**config.mk**
```make
export PLATFORM = sky130hd
export DESIGN_NAME = pmrp_read_port
export DESIGN_NICKNAME = d
export VERILOG_FILES = /design/src/pmrp_pkg.sv /design/src/pmrp_fetch_unit.sv /design/src/pmrp_read_port.sv
export VERILOG_INCLUDE_DIRS = /design/src
export SDC_FILE = /design/constraint.sdc
export NUM_CORES = 1
export LEC_CHECK = 0
export BUFFER_PORTS_ARGS = -buffer_cell sky130_fd_sc_hd__buf_2
export CORE_MARGIN = 1.5
export CORE_UTILIZATION = 55
export CTS_CLUSTER_DIAMETER = 40
export CTS_CLUSTER_SIZE = 8
export DETAILED_ROUTE_END_ITERATION = 16
export PLACE_DENSITY_LB_ADDON = 0.05
export SLEW_MARGIN = 25
export SYNTH_ARGS = -nofsm -noshare
export SYNTH_HDL_FRONTEND = slang
export SYNTH_SLANG_ARGS = --single-unit
```
**constraint.sdc**
```tcl
create_clock -name clk_i -period 4.3 [get_ports clk_i]
set_input_delay 0.43 -clock clk_i [delete_from_list [all_inputs] [get_ports clk_i]]
set_output_delay 0.43 -clock clk_i [all_outputs]
set_load 0.02 [all_outputs]
```
**src/pmrp_regs.svh**
```systemverilog
// Register offsets, field positions, reset values and timing counts of the program word read port
`ifndef PMRP_REGS_SVH
`define PMRP_REGS_SVH

// Register offsets on the 9-bit special function register address
`define PMRP_DATA_LOW_OFFSET 9'h10c
`define PMRP_ADDR_LOW_OFFSET 9'h10d
`define PMRP_DATA_HIGH_OFFSET 9'h10e
`define PMRP_ADDR_HIGH_OFFSET 9'h10f
`define PMRP_CONTROL_OFFSET 9'h18c

// Field positions
`define PMRP_CTRL_TRIGGER_BIT 0
`define PMRP_CTRL_FIXED_ONE_BIT 7
`define PMRP_DATA_HIGH_MSB 5
`define PMRP_ADDR_HIGH_MSB 4
`define PMRP_ADDR_HIGH_USED_MSB 3

// Widths
`define PMRP_WORD_BITS 14
`define PMRP_ADDR_BITS 12
`define PMRP_IMPL_ADDR_BITS 11

// Reset values
`define PMRP_DATA_LOW_RESET 8'h00
`define PMRP_DATA_HIGH_RESET 6'h00
`define PMRP_ADDR_LOW_RESET 8'h00
`define PMRP_ADDR_HIGH_RESET 5'h00
`define PMRP_CONTROL_FIXED 8'h80
`define PMRP_UNMAPPED_READ 8'h00

// Timing: instruction cycles from trigger to the memory access slot
`define PMRP_READ_CYCLES 2

`endif

```
**src/pmrp_pkg.sv**
```systemverilog
// Types shared by the program word read port modules
`default_nettype none

package pmrp_pkg;

    // Sequencer states of a program word read
    typedef enum logic [1:0] {
        PMRP_IDLE,
        PMRP_WAIT,
        PMRP_ACCESS
    } pmrp_state_type;

    // One fetched program word
    typedef logic [13:0] pmrp_word_type;

    // One program memory address
    typedef logic [11:0] pmrp_addr_type;

endpackage : pmrp_pkg

`default_nettype wire

```
**src/pmrp_fetch_unit.sv**
```systemverilog
// Array access stage and data register pair of the program word read port
`default_nettype none
`include "pmrp_regs.svh"

module pmrp_fetch_unit
    import pmrp_pkg::*;
(
    // Clock and reset
    input wire logic clk_i,
    input wire logic reset_n_i,
    // Launch from the sequencer
    input wire logic launch_i,
    input wire pmrp_addr_type launch_addr_i,
    // Software writes to the data pair
    input wire logic wr_data_low_i,
    input wire logic wr_data_high_i,
    input wire logic [7:0] wdata_i,
    // Program memory array
    output logic array_rd_o,
    output pmrp_addr_type array_addr_o,
    input wire pmrp_word_type array_data_i,
    // Held word
    output pmrp_word_type word_o
);

    logic [7:0] data_low_reg;
    logic [5:0] data_high_reg;

    ////////////////////////////////////////////////////////////////////////////////
    // Array strobe and address

    // Strobe stands for exactly the access slot
    always_ff @(posedge clk_i or negedge reset_n_i) begin
        if (!reset_n_i) begin
            array_rd_o <= 1'b0;
        end else begin
            array_rd_o <= launch_i;
        end
    end

    // Address is latched at launch and held until the next one
    always_ff @(posedge clk_i or negedge reset_n_i) begin
        if (!reset_n_i) begin
            array_addr_o <= '0;
        end else if (launch_i) begin
            array_addr_o <= launch_addr_i;
        end
    end

    ////////////////////////////////////////////////////////////////////////////////
    // Data register pair

    // Low byte: completion of a read wins over a software write
    always_ff @(posedge clk_i or negedge reset_n_i) begin
        if (!reset_n_i) begin
            data_low_reg <= `PMRP_DATA_LOW_RESET;
        end else if (array_rd_o) begin
            data_low_reg <= array_data_i[7:0];
        end else if (wr_data_low_i) begin
            data_low_reg <= wdata_i;
        end
    end

    // High six bits, same priority
    always_ff @(posedge clk_i or negedge reset_n_i) begin
        if (!reset_n_i) begin
            data_high_reg <= `PMRP_DATA_HIGH_RESET;
        end else if (array_rd_o) begin
            data_high_reg <= array_data_i[13:8];
        end else if (wr_data_high_i) begin
            data_high_reg <= wdata_i[`PMRP_DATA_HIGH_MSB:0];
        end
    end

    // Held word, one register per byte so each has a single writer
    assign word_o = {data_high_reg, data_low_reg};

endmodule : pmrp_fetch_unit

`default_nettype wire

```
**src/pmrp_read_port.sv**
```systemverilog
// Top of the program word read port: register file, read sequencer and slot signalling
`default_nettype none
`include "pmrp_regs.svh"

module pmrp_read_port
    import pmrp_pkg::*;
(
    // Clock and reset
    input wire logic clk_i,
    input wire logic reset_n_i,
    // Register bus
    input wire logic [8:0] addr_i,
    input wire logic [7:0] wdata_i,
    input wire logic wr_i,
    input wire logic rd_i,
    output logic [7:0] rdata_o,
    // CPU pipeline
    output logic nop_slot_o,
    // Program memory array
    output logic array_rd_o,
    output logic [11:0] array_addr_o,
    input wire logic [13:0] array_data_i
);

    ////////////////////////////////////////////////////////////////////////////////
    // Helper functions

    // Address decode, used for every write and read select
    function automatic logic reg_hit(input logic [8:0] addr, input logic [8:0] offset);
        reg_hit = (addr == offset);
    endfunction : reg_hit

    // Builds the word address, dropping bits beyond the implemented array
    // eleven-bit address
    function automatic pmrp_addr_type word_address(input logic [4:0] high, input logic [7:0] low);
        pmrp_addr_type full;
        pmrp_addr_type mask;
        full = {high[`PMRP_ADDR_HIGH_USED_MSB:0], low};
        mask = pmrp_addr_type'((13'h0001 << `PMRP_IMPL_ADDR_BITS) - 13'h0001);
        word_address = full & mask;
    endfunction : word_address

    ////////////////////////////////////////////////////////////////////////////////
    // Declarations

    pmrp_state_type state_reg;
    pmrp_state_type state_next;
    logic trigger_reg;
    logic [7:0] addr_low_reg;
    logic [4:0] addr_high_reg;
    logic [7:0] rdata_next;
    logic wr_data_low;
    logic wr_data_high;
    logic wr_addr_low;
    logic wr_addr_high;
    logic wr_control;
    logic start;
    logic launch;
    logic done;
    pmrp_word_type word;

    ////////////////////////////////////////////////////////////////////////////////
    // Write decode

    // One select per register
    assign wr_data_low = wr_i && reg_hit(addr_i, `PMRP_DATA_LOW_OFFSET);
    assign wr_data_high = wr_i && reg_hit(addr_i, `PMRP_DATA_HIGH_OFFSET);
    assign wr_addr_low = wr_i && reg_hit(addr_i, `PMRP_ADDR_LOW_OFFSET);
    assign wr_addr_high = wr_i && reg_hit(addr_i, `PMRP_ADDR_HIGH_OFFSET);
    assign wr_control = wr_i && reg_hit(addr_i, `PMRP_CONTROL_OFFSET);

    assign start = wr_control && wdata_i[`PMRP_CTRL_TRIGGER_BIT] && (state_reg == PMRP_IDLE);

    ////////////////////////////////////////////////////////////////////////////////
    // Address register pair

    // Low address byte
    always_ff @(posedge clk_i or negedge reset_n_i) begin
        if (!reset_n_i) begin
            addr_low_reg <= `PMRP_ADDR_LOW_RESET;
        end else if (wr_addr_low) begin
            addr_low_reg <= wdata_i;
        end
    end

    // High address bits, including the two bits kept but never used
    always_ff @(posedge clk_i or negedge reset_n_i) begin
        if (!reset_n_i) begin
            addr_high_reg <= `PMRP_ADDR_HIGH_RESET;
        end else if (wr_addr_high) begin
            addr_high_reg <= wdata_i[`PMRP_ADDR_HIGH_MSB:0];
        end
    end

    ////////////////////////////////////////////////////////////////////////////////
    // Read sequencer

    // Next state: trigger, one executed instruction, then the access slot
    always_comb begin
        state_next = state_reg;
        case (state_reg)
            PMRP_IDLE: begin
                if (start) begin
                    state_next = PMRP_WAIT;
                end
            end
            PMRP_WAIT: begin
                state_next = PMRP_ACCESS;
            end
            PMRP_ACCESS: begin
                state_next = PMRP_IDLE;
            end
            default: begin
                state_next = PMRP_IDLE;
            end
        endcase
    end

    // State register
    always_ff @(posedge clk_i or negedge reset_n_i) begin
        if (!reset_n_i) begin
            state_reg <= PMRP_IDLE;
        end else begin
            state_reg <= state_next;
        end
    end

    assign launch = (state_reg == PMRP_WAIT);
    assign done = (state_reg == PMRP_ACCESS);

    always_ff @(posedge clk_i or negedge reset_n_i) begin
        if (!reset_n_i) begin
            trigger_reg <= 1'b0;
        end else if (start) begin
            trigger_reg <= 1'b1;
        end else if (done) begin
            trigger_reg <= 1'b0;
        end
    end

    always_ff @(posedge clk_i or negedge reset_n_i) begin
        if (!reset_n_i) begin
            nop_slot_o <= 1'b0;
        end else begin
            nop_slot_o <= launch;
        end
    end

    ////////////////////////////////////////////////////////////////////////////////
    // Array access and data pair

    pmrp_fetch_unit u_fetch (
        .clk_i(clk_i),
        .reset_n_i(reset_n_i),
        .launch_i(launch),
        .launch_addr_i(word_address(addr_high_reg, addr_low_reg)),
        .wr_data_low_i(wr_data_low),
        .wr_data_high_i(wr_data_high),
        .wdata_i(wdata_i),
        .array_rd_o(array_rd_o),
        .array_addr_o(array_addr_o),
        .array_data_i(array_data_i),
        .word_o(word)
    );

    ////////////////////////////////////////////////////////////////////////////////
    // Read multiplexer

    // Selects the addressed register, unmapped reads give zero
    always_comb begin
        rdata_next = `PMRP_UNMAPPED_READ;
        if (reg_hit(addr_i, `PMRP_DATA_LOW_OFFSET)) begin
            rdata_next = word[7:0];
        end else if (reg_hit(addr_i, `PMRP_DATA_HIGH_OFFSET)) begin
            rdata_next = {2'h0, word[13:8]};
        end else if (reg_hit(addr_i, `PMRP_ADDR_LOW_OFFSET)) begin
            rdata_next = addr_low_reg;
        end else if (reg_hit(addr_i, `PMRP_ADDR_HIGH_OFFSET)) begin
            rdata_next = {3'h0, addr_high_reg};
        end else if (reg_hit(addr_i, `PMRP_CONTROL_OFFSET)) begin
            rdata_next = `PMRP_CONTROL_FIXED | {7'h00, trigger_reg};
        end
    end

    // Read data stand in the cycle after the strobe only
    always_ff @(posedge clk_i or negedge reset_n_i) begin
        if (!reset_n_i) begin
            rdata_o <= 8'h00;
        end else if (rd_i) begin
            rdata_o <= rdata_next;
        end else begin
            rdata_o <= 8'h00;
        end
    end

endmodule : pmrp_read_port

`default_nettype wire

```
==> results of run 1 <==
[cell type report]
cell class | count | area [sq um]
inverter | 12 | 45.0
tap | 50 | 62.6
clock inverter | 1 | 5.00
sequential | 50 | 1250
multi-input combinational | 106 | 952
clock buffer | 7 | 86.3
fill | 325 | 1350
timing repair buffer | 55 | 278
[cell usage after synthesis (2+ instances only)]
master    number  area share (%)
inv_1         12             1.9
mux4_2         4             3.9
o311ai_0       8             3.0
mux2_2        35              17
nor3_1         3            0.65
nand4_1        8             2.2
nor2_1         4            0.65
clkbuf_1       6            0.97
nand3_1        2            0.43
nand2_1        9             1.5
a21oi_1        4            0.86
nor2b_1        5             1.3
and2_1         2            0.54
buf_1          2            0.32
buf_4          3            0.97
buf_2          3            0.65
dfrtp_1       50              54
nand2b_1       2            0.54
nor4bb_1       2            0.86
[worst paths after layout]
check | to | slack, ps | cells after the start
max | u_fetch.data_low_reg[1] | 2290 | 3
min | u_fetch.array_addr_o[6] | 140 | 1
max reg2reg | u_fetch.data_low_reg[1] | 2290 | 3
min reg2reg | state_reg[0] | 450 | 1
max in group asynchronous | u_fetch.data_high_reg[2] | 3740 | 1
min in group clk_i | u_fetch.data_low_reg[4] | 360 | 3
[power by group through the flow]
stage               Clock (mW)  Sequential [mW]  Combinational (mW)
floorplan                    0            0.495              0.0376
global placement             0            0.496              0.0689
detailed placement           0            0.497              0.0706
CTS                      0.284            0.488              0.0709
global route             0.306            0.490              0.0776
finish                   0.277            0.488              0.0704
[kinds of logic (layout without fill, tap and decap cells)]
group / after synthesis / after routing / synth area share [%]
compound gates: 17 / 17 / 5.50
buf+inv: 27 / 75 / 5.07
flops: 50 / 50 / 53.9
mux: 41 / 41 / 21.8
other cells: 1 / 1 / 0.162
simple gates: 47 / 47 / 13.6
[per-stage QoR]
stage	cell area (sq um)	power [mW]	setup slack, ps	hold WS [ps]	instances
floorplan	2320	0.533	2610	134	183
CTS	2680	0.843	2330	361	281
global placement	2590	0.565	2090	424	273
global route	2680	0.873	2140	185	281
detailed placement	2590	0.568	2010	434	273
finish	2680	0.835	2290	139	281
[per-layer routing]
metal / vias to the layer above / part of all wire, % / GRT usage [%]
met3: 7 / 6.9 / 4.28
met5: - / 0 / 0
met1: 808 / 43 / 31.7
met2: 61 / 49 / 35.8
li1: 755 / - / -
met4: 0 / 1.5 / 11.5
==> impl_metrics.csv, run 1 <==
group,metric,value,unit
clock_tree,cts_tree,"yes",
clock_tree,cts_setup_buffers,0,
worst_setup_path,reg2reg_from,"u_fetch.array_rd_o",
worst_setup_path,criticalPathCategory,"flip-flop to flip-flop",
power,pwr_density_cell,312,nW/um^2
die,die_x,68.0,um
worst_setup_path,critical_path_arrival,2190,ps
yosys,ys_types,38,
route,wl_per_cell,17.5,um
route,vias,1631,
route,drtIter0Drc,103,
clock_tree,cts_inserted_buffers,5,
clock_tree,cts.sinks,50,
clock_tree,clk_pin_slew_worst_paths,80,ps
sta,slew-limit-headroom,40.6,%
yosys,synth_warnings,0,
route,drcViolationCount,0,
yosys,synth.avg_cell_area,12.7,sq um
clock_tree,clk_path_buf_depth,2,
power,p_int,0.644,mW
yosys,synthCells,183,
run,maxCapViolCount,0,
cells_and_area,largest_reg_flops,11,
cells_and_area,mostFrequentLayoutCells,"buf_2, dfrtp_1, mux2_2, inv_1, nand2_1",
sta,finalCritPeriodShare,46.8,%
worst_setup_path,crit_path_end_kind,"flip-flop",
yosys,syn_nets,218,
power,power.share.clock,33.2,%
sta,grt_setup_unrepaired,"false",
power,vdd_drop_max,0.193,mV
worst_setup_path,path_cells,"nor3_1 > nand4_1 > o311ai_0",
place,gp_congestion,0.858,
sta,timing.setup.tns,0,ps
cells_and_area,layout-drive-gt1-share,45.0,%
yosys,yosysSeqAreaShare,53.9,%
die,die_h,68.0,um
die,die-area,4620,sq um
die,core-area,4030,sq um
sta,maxSlewViolCount,0,
die,start_util,57.6,%
yosys,yosys_most_used_dff,"dfrtp_1",
worst_setup_path,crit_buf_inv,0,
sta,min_period,2010,ps
worst_setup_path,cp_max_fo,27,
clock_tree,postCtsHoldBufs,0,
clock_tree,cts_resized,0,
global_route,grt_use_total,23.3,%
yosys,synth-seq-cells,50,
clock_tree,clk_latency,300,ps
power,pwr-share-seq,58.4,%
cells_and_area,final_common_cell,"buf_2",
yosys,syn_area,2320,sq um
worst_setup_path,start_kind,"flip-flop",
route,ant_nets,0,
cells_and_area,regMostFlops,"u_fetch.array_addr_o",
worst_setup_path,crit_path_max_incr_delay,830,ps
route,viasPerCell,5.80,
global_route,grt_max_degree,51,
clock_tree,clk_root_buffer_cell,"clkbuf_8",
global_route,grt_pass1_vias,1597,
sta,clock.fmax,0.497,GHz
place,dp_hpwl,3450,um
clock_tree,h-tree-depth,2,
cells_and_area,finish.utilization,66.5,%
worst_setup_path,slowest_stage,"nor3_1",
sta,finalSetupViolCount,0,
worst_setup_path,cp-startpoint,"u_fetch.array_rd_o",
global_route,antenna_found_initial,0,
power,pwr-share-comb,8.4,%
sta,hold_viol,0,
power,p_sw,0.191,mW
sta,fin_skew,5.71,ps
yosys,synth_edf_count,0,
power,swShare,22.9,%
global_route,grt-ovfl-total,0,
sta,max_slew.worst_pin.slew,884,ps
yosys,async_flop_share,100,%
worst_setup_path,path_delay_family,"simple AND/OR/NAND/NOR gates",
global_route,grt_pass1_wl,7690,um
die,io_pins,57,
power,p_leak,1.41,nW
cells_and_area,antennaDiodeCount,0,
cells_and_area,areaGrowthSynthToFinish,15.5,%
worst_setup_path,required,4480,ps
route,drt-pass1-iter-count,4,
place,port_buffers,55,
outcome,status,"finished, final reports clean",
die,rows,23,
hold_path,hold_path.class,"primary input to asynchronous set/reset pin",
cells_and_area,nets,265,
route,wl,4910,um
Note: power is estimated with default switching activity, not from simulation.
==> inputs of run 2 (changes only) <==
- CORE_UTILIZATION: 55 -> 53
- clock period: 4.3 -> 1.9 ns (I/O delays scaled with it)
==> impl_metrics.csv, run 2 (synthesized netlist as in run 1, its figures left out) <==
group,metric,value,unit
die,core-area,4120,sq um
route,drt-pass1-iter-count,4,
global_route,grt_pass1_vias,1778,
worst_setup_path,crit_buf_inv,0,
global_route,antenna_found_initial,0,
outcome,status,"finished, final reports clean",
route,wl,5450,um
power,pwr_density_cell,695,nW/um^2
worst_setup_path,slowest_stage,"dfrtp_1",
cells_and_area,largest_reg_flops,11,
place,port_buffers,55,
clock_tree,cts_tree,"yes",
die,rows,23,
sta,finalSetupViolCount,0,
place,gp_congestion,0.926,
die,io_pins,57,
worst_setup_path,required,2090,ps
cells_and_area,mostFrequentLayoutCells,"buf_2, dfrtp_1, mux2_2, inv_1",
cells_and_area,finish.utilization,67.0,%
worst_setup_path,crit_path_max_incr_delay,390,ps
clock_tree,cts.sinks,50,
worst_setup_path,path_delay_family,"simple AND/OR/NAND/NOR gates",
die,die_x,69.2,um
sta,maxSlewViolCount,0,
worst_setup_path,cp-startpoint,"u_fetch.array_rd_o",
worst_setup_path,critical_path_arrival,1750,ps
global_route,grt_pass1_wl,9030,um
route,drtIter0Drc,78,
sta,fin_skew,14.5,ps
worst_setup_path,cp-endpoint,"u_fetch.data_high_reg[0]",
cells_and_area,nets,275,
worst_setup_path,r2r_slack,340,ps
place,dp_hpwl,3990,um
sta,hold_viol,0,
cells_and_area,regMostFlops,"u_fetch.array_addr_o",
cells_and_area,antennaDiodeCount,0,
cells_and_area,final_common_cell,"buf_2",
worst_setup_path,r2r_end,"u_fetch.data_high_reg[0]",
clock_tree,h-tree-depth,2,
worst_setup_path,cp.depth,3,
run,maxCapViolCount,0,
cells_and_area,layout-drive-gt1-share,47.3,%
sta,grt_setup_unrepaired,"false",
worst_setup_path,path_cells,"nor4b_1 > nand4_2 > mux2_2",
sta,max_slew.worst_pin.slew,620,ps
sta,timing.setup.tns,0,ps
worst_setup_path,criticalPathCategory,"flip-flop to flip-flop",
die,start_util,56.4,%
sta,slew-limit-headroom,58.7,%
clock_tree,cts_inserted_buffers,5,
power,vdd_drop_max,0.472,mV
route,vias,1665,
clock_tree,clk_pin_slew_worst_paths,90,ps
route,ant_nets,0,
cells_and_area,multiInputGateArea,952,sq um
clock_tree,clk_root_buffer_cell,"clkbuf_8",
route,drcViolationCount,0,
power,p_leak,1.45,nW
route,wl_per_cell,18.7,um
sta,min_period,1560,ps
global_route,grt-ovfl-total,0,
global_route,grt_use_total,24.6,%
worst_setup_path,cp_max_fo,6,
global_route,grt_max_degree,29,
cells_and_area,seqCellArea,1250,sq um
worst_setup_path,start_kind,"flip-flop",
cells_and_area,final.fill_count,341,
clock_tree,clk_path_buf_depth,2,
worst_setup_path,reg2reg_from,"u_fetch.array_rd_o",
die,die-area,4790,sq um
worst_setup_path,crit_path_end_kind,"flip-flop",
cells_and_area,areaGrowthSynthToFinish,18.9,%
hold_path,hold_path.class,"primary input to flip-flop",
route,viasPerCell,5.72,
worst_setup_path,reg2reg_depth,3,
sta,clock.fmax,0.641,GHz
sta,finalCritPeriodShare,82.1,%
clock_tree,clk_latency,310,ps
die,die_h,69.2,um
==> run 2: changes by cell type in the layout (fill, tap and decap cells not counted) <==
cell,previous run,this run
buf_2,54,55
buf_4,1,9
clkbuf_1,1,0
clkinvlp_4,0,1
dlygate4sd3_1,0,1
==> run 2: worst min-delay path, cell delays in order <==
cell	delay, ps
buf_2	70
nand2_1	40
o311ai_0	90
==> run 2: routing by layer <==
metal / part of all wire [%] / global-route usage (%) / vias to the layer above
met5: 0 / 0 / -
met4: 2.1 / 10.5 / 0
met2: 49 / 39.1 / 69
met1: 43 / 33.4 / 813
li1: - / - / 772
met3: 5.7 / 4.36 / 11
==> run 2: per-stage QoR <==
step | cell area (sq um) | std cells | hold slack [ps] | power, mW | worst slack, ps
floorplan | 2320 | 183 | -106 | 1.21 | 206
global route | 2760 | 291 | 131 | 1.99 | 183
detailed placement | 2650 | 282 | 229 | 1.30 | 147
global placement | 2650 | 282 | 223 | 1.29 | 195
CTS | 2760 | 291 | 123 | 1.93 | 327
finish | 2760 | 291 | 124 | 1.92 | 340
==> run 2: where the power goes <==
part	internal, mW	leakage [nW]	total [mW]	switching (mW)
combinational	0.0833	0.753	0.173	0.0897
clock	0.293	0.0472	0.641	0.348
sequential	1.09	0.653	1.10	0.0157
total	1.47	1.45	1.92	0.453
==> run 2: worst min path at each step <==
| stage | start | endpoint | slack (ps) | depth (start not counted) |
|---|---|---|---|---|
| global route | wdata_i[6] | addr_low_reg[6] | 130 | 2 |
| global placement | reset_n_i | u_fetch.array_addr_o[5] | 220 | 1 |
| finish | array_data_i[2] | u_fetch.data_low_reg[2] | 120 | 3 |
| CTS | array_data_i[2] | u_fetch.data_low_reg[2] | 120 | 3 |
| detailed placement | reset_n_i | u_fetch.array_addr_o[5] | 230 | 1 |
| floorplan | reset_n_i | addr_high_reg[0] | -110 | 0 |
==> run 2: repair_timing <==
| action | in CTS | in global routing |
|---|---|---|
| hold buffers | 1 | 0 |
| buffers inserted | 0 | 0 |
| endpoints found under the hold margin | 26 | 0 |
| gates resized for setup | 0 | 0 |
==> run 2: final cells by class <==
cell class                 count  area share [%]
clock buffer                   6            2.99
clock inverter                 2           0.454
inverter                      12            1.63
multi-input combinational    106            34.5
sequential                    50            45.4
tap                           50            2.27
timing repair buffer          65            12.8
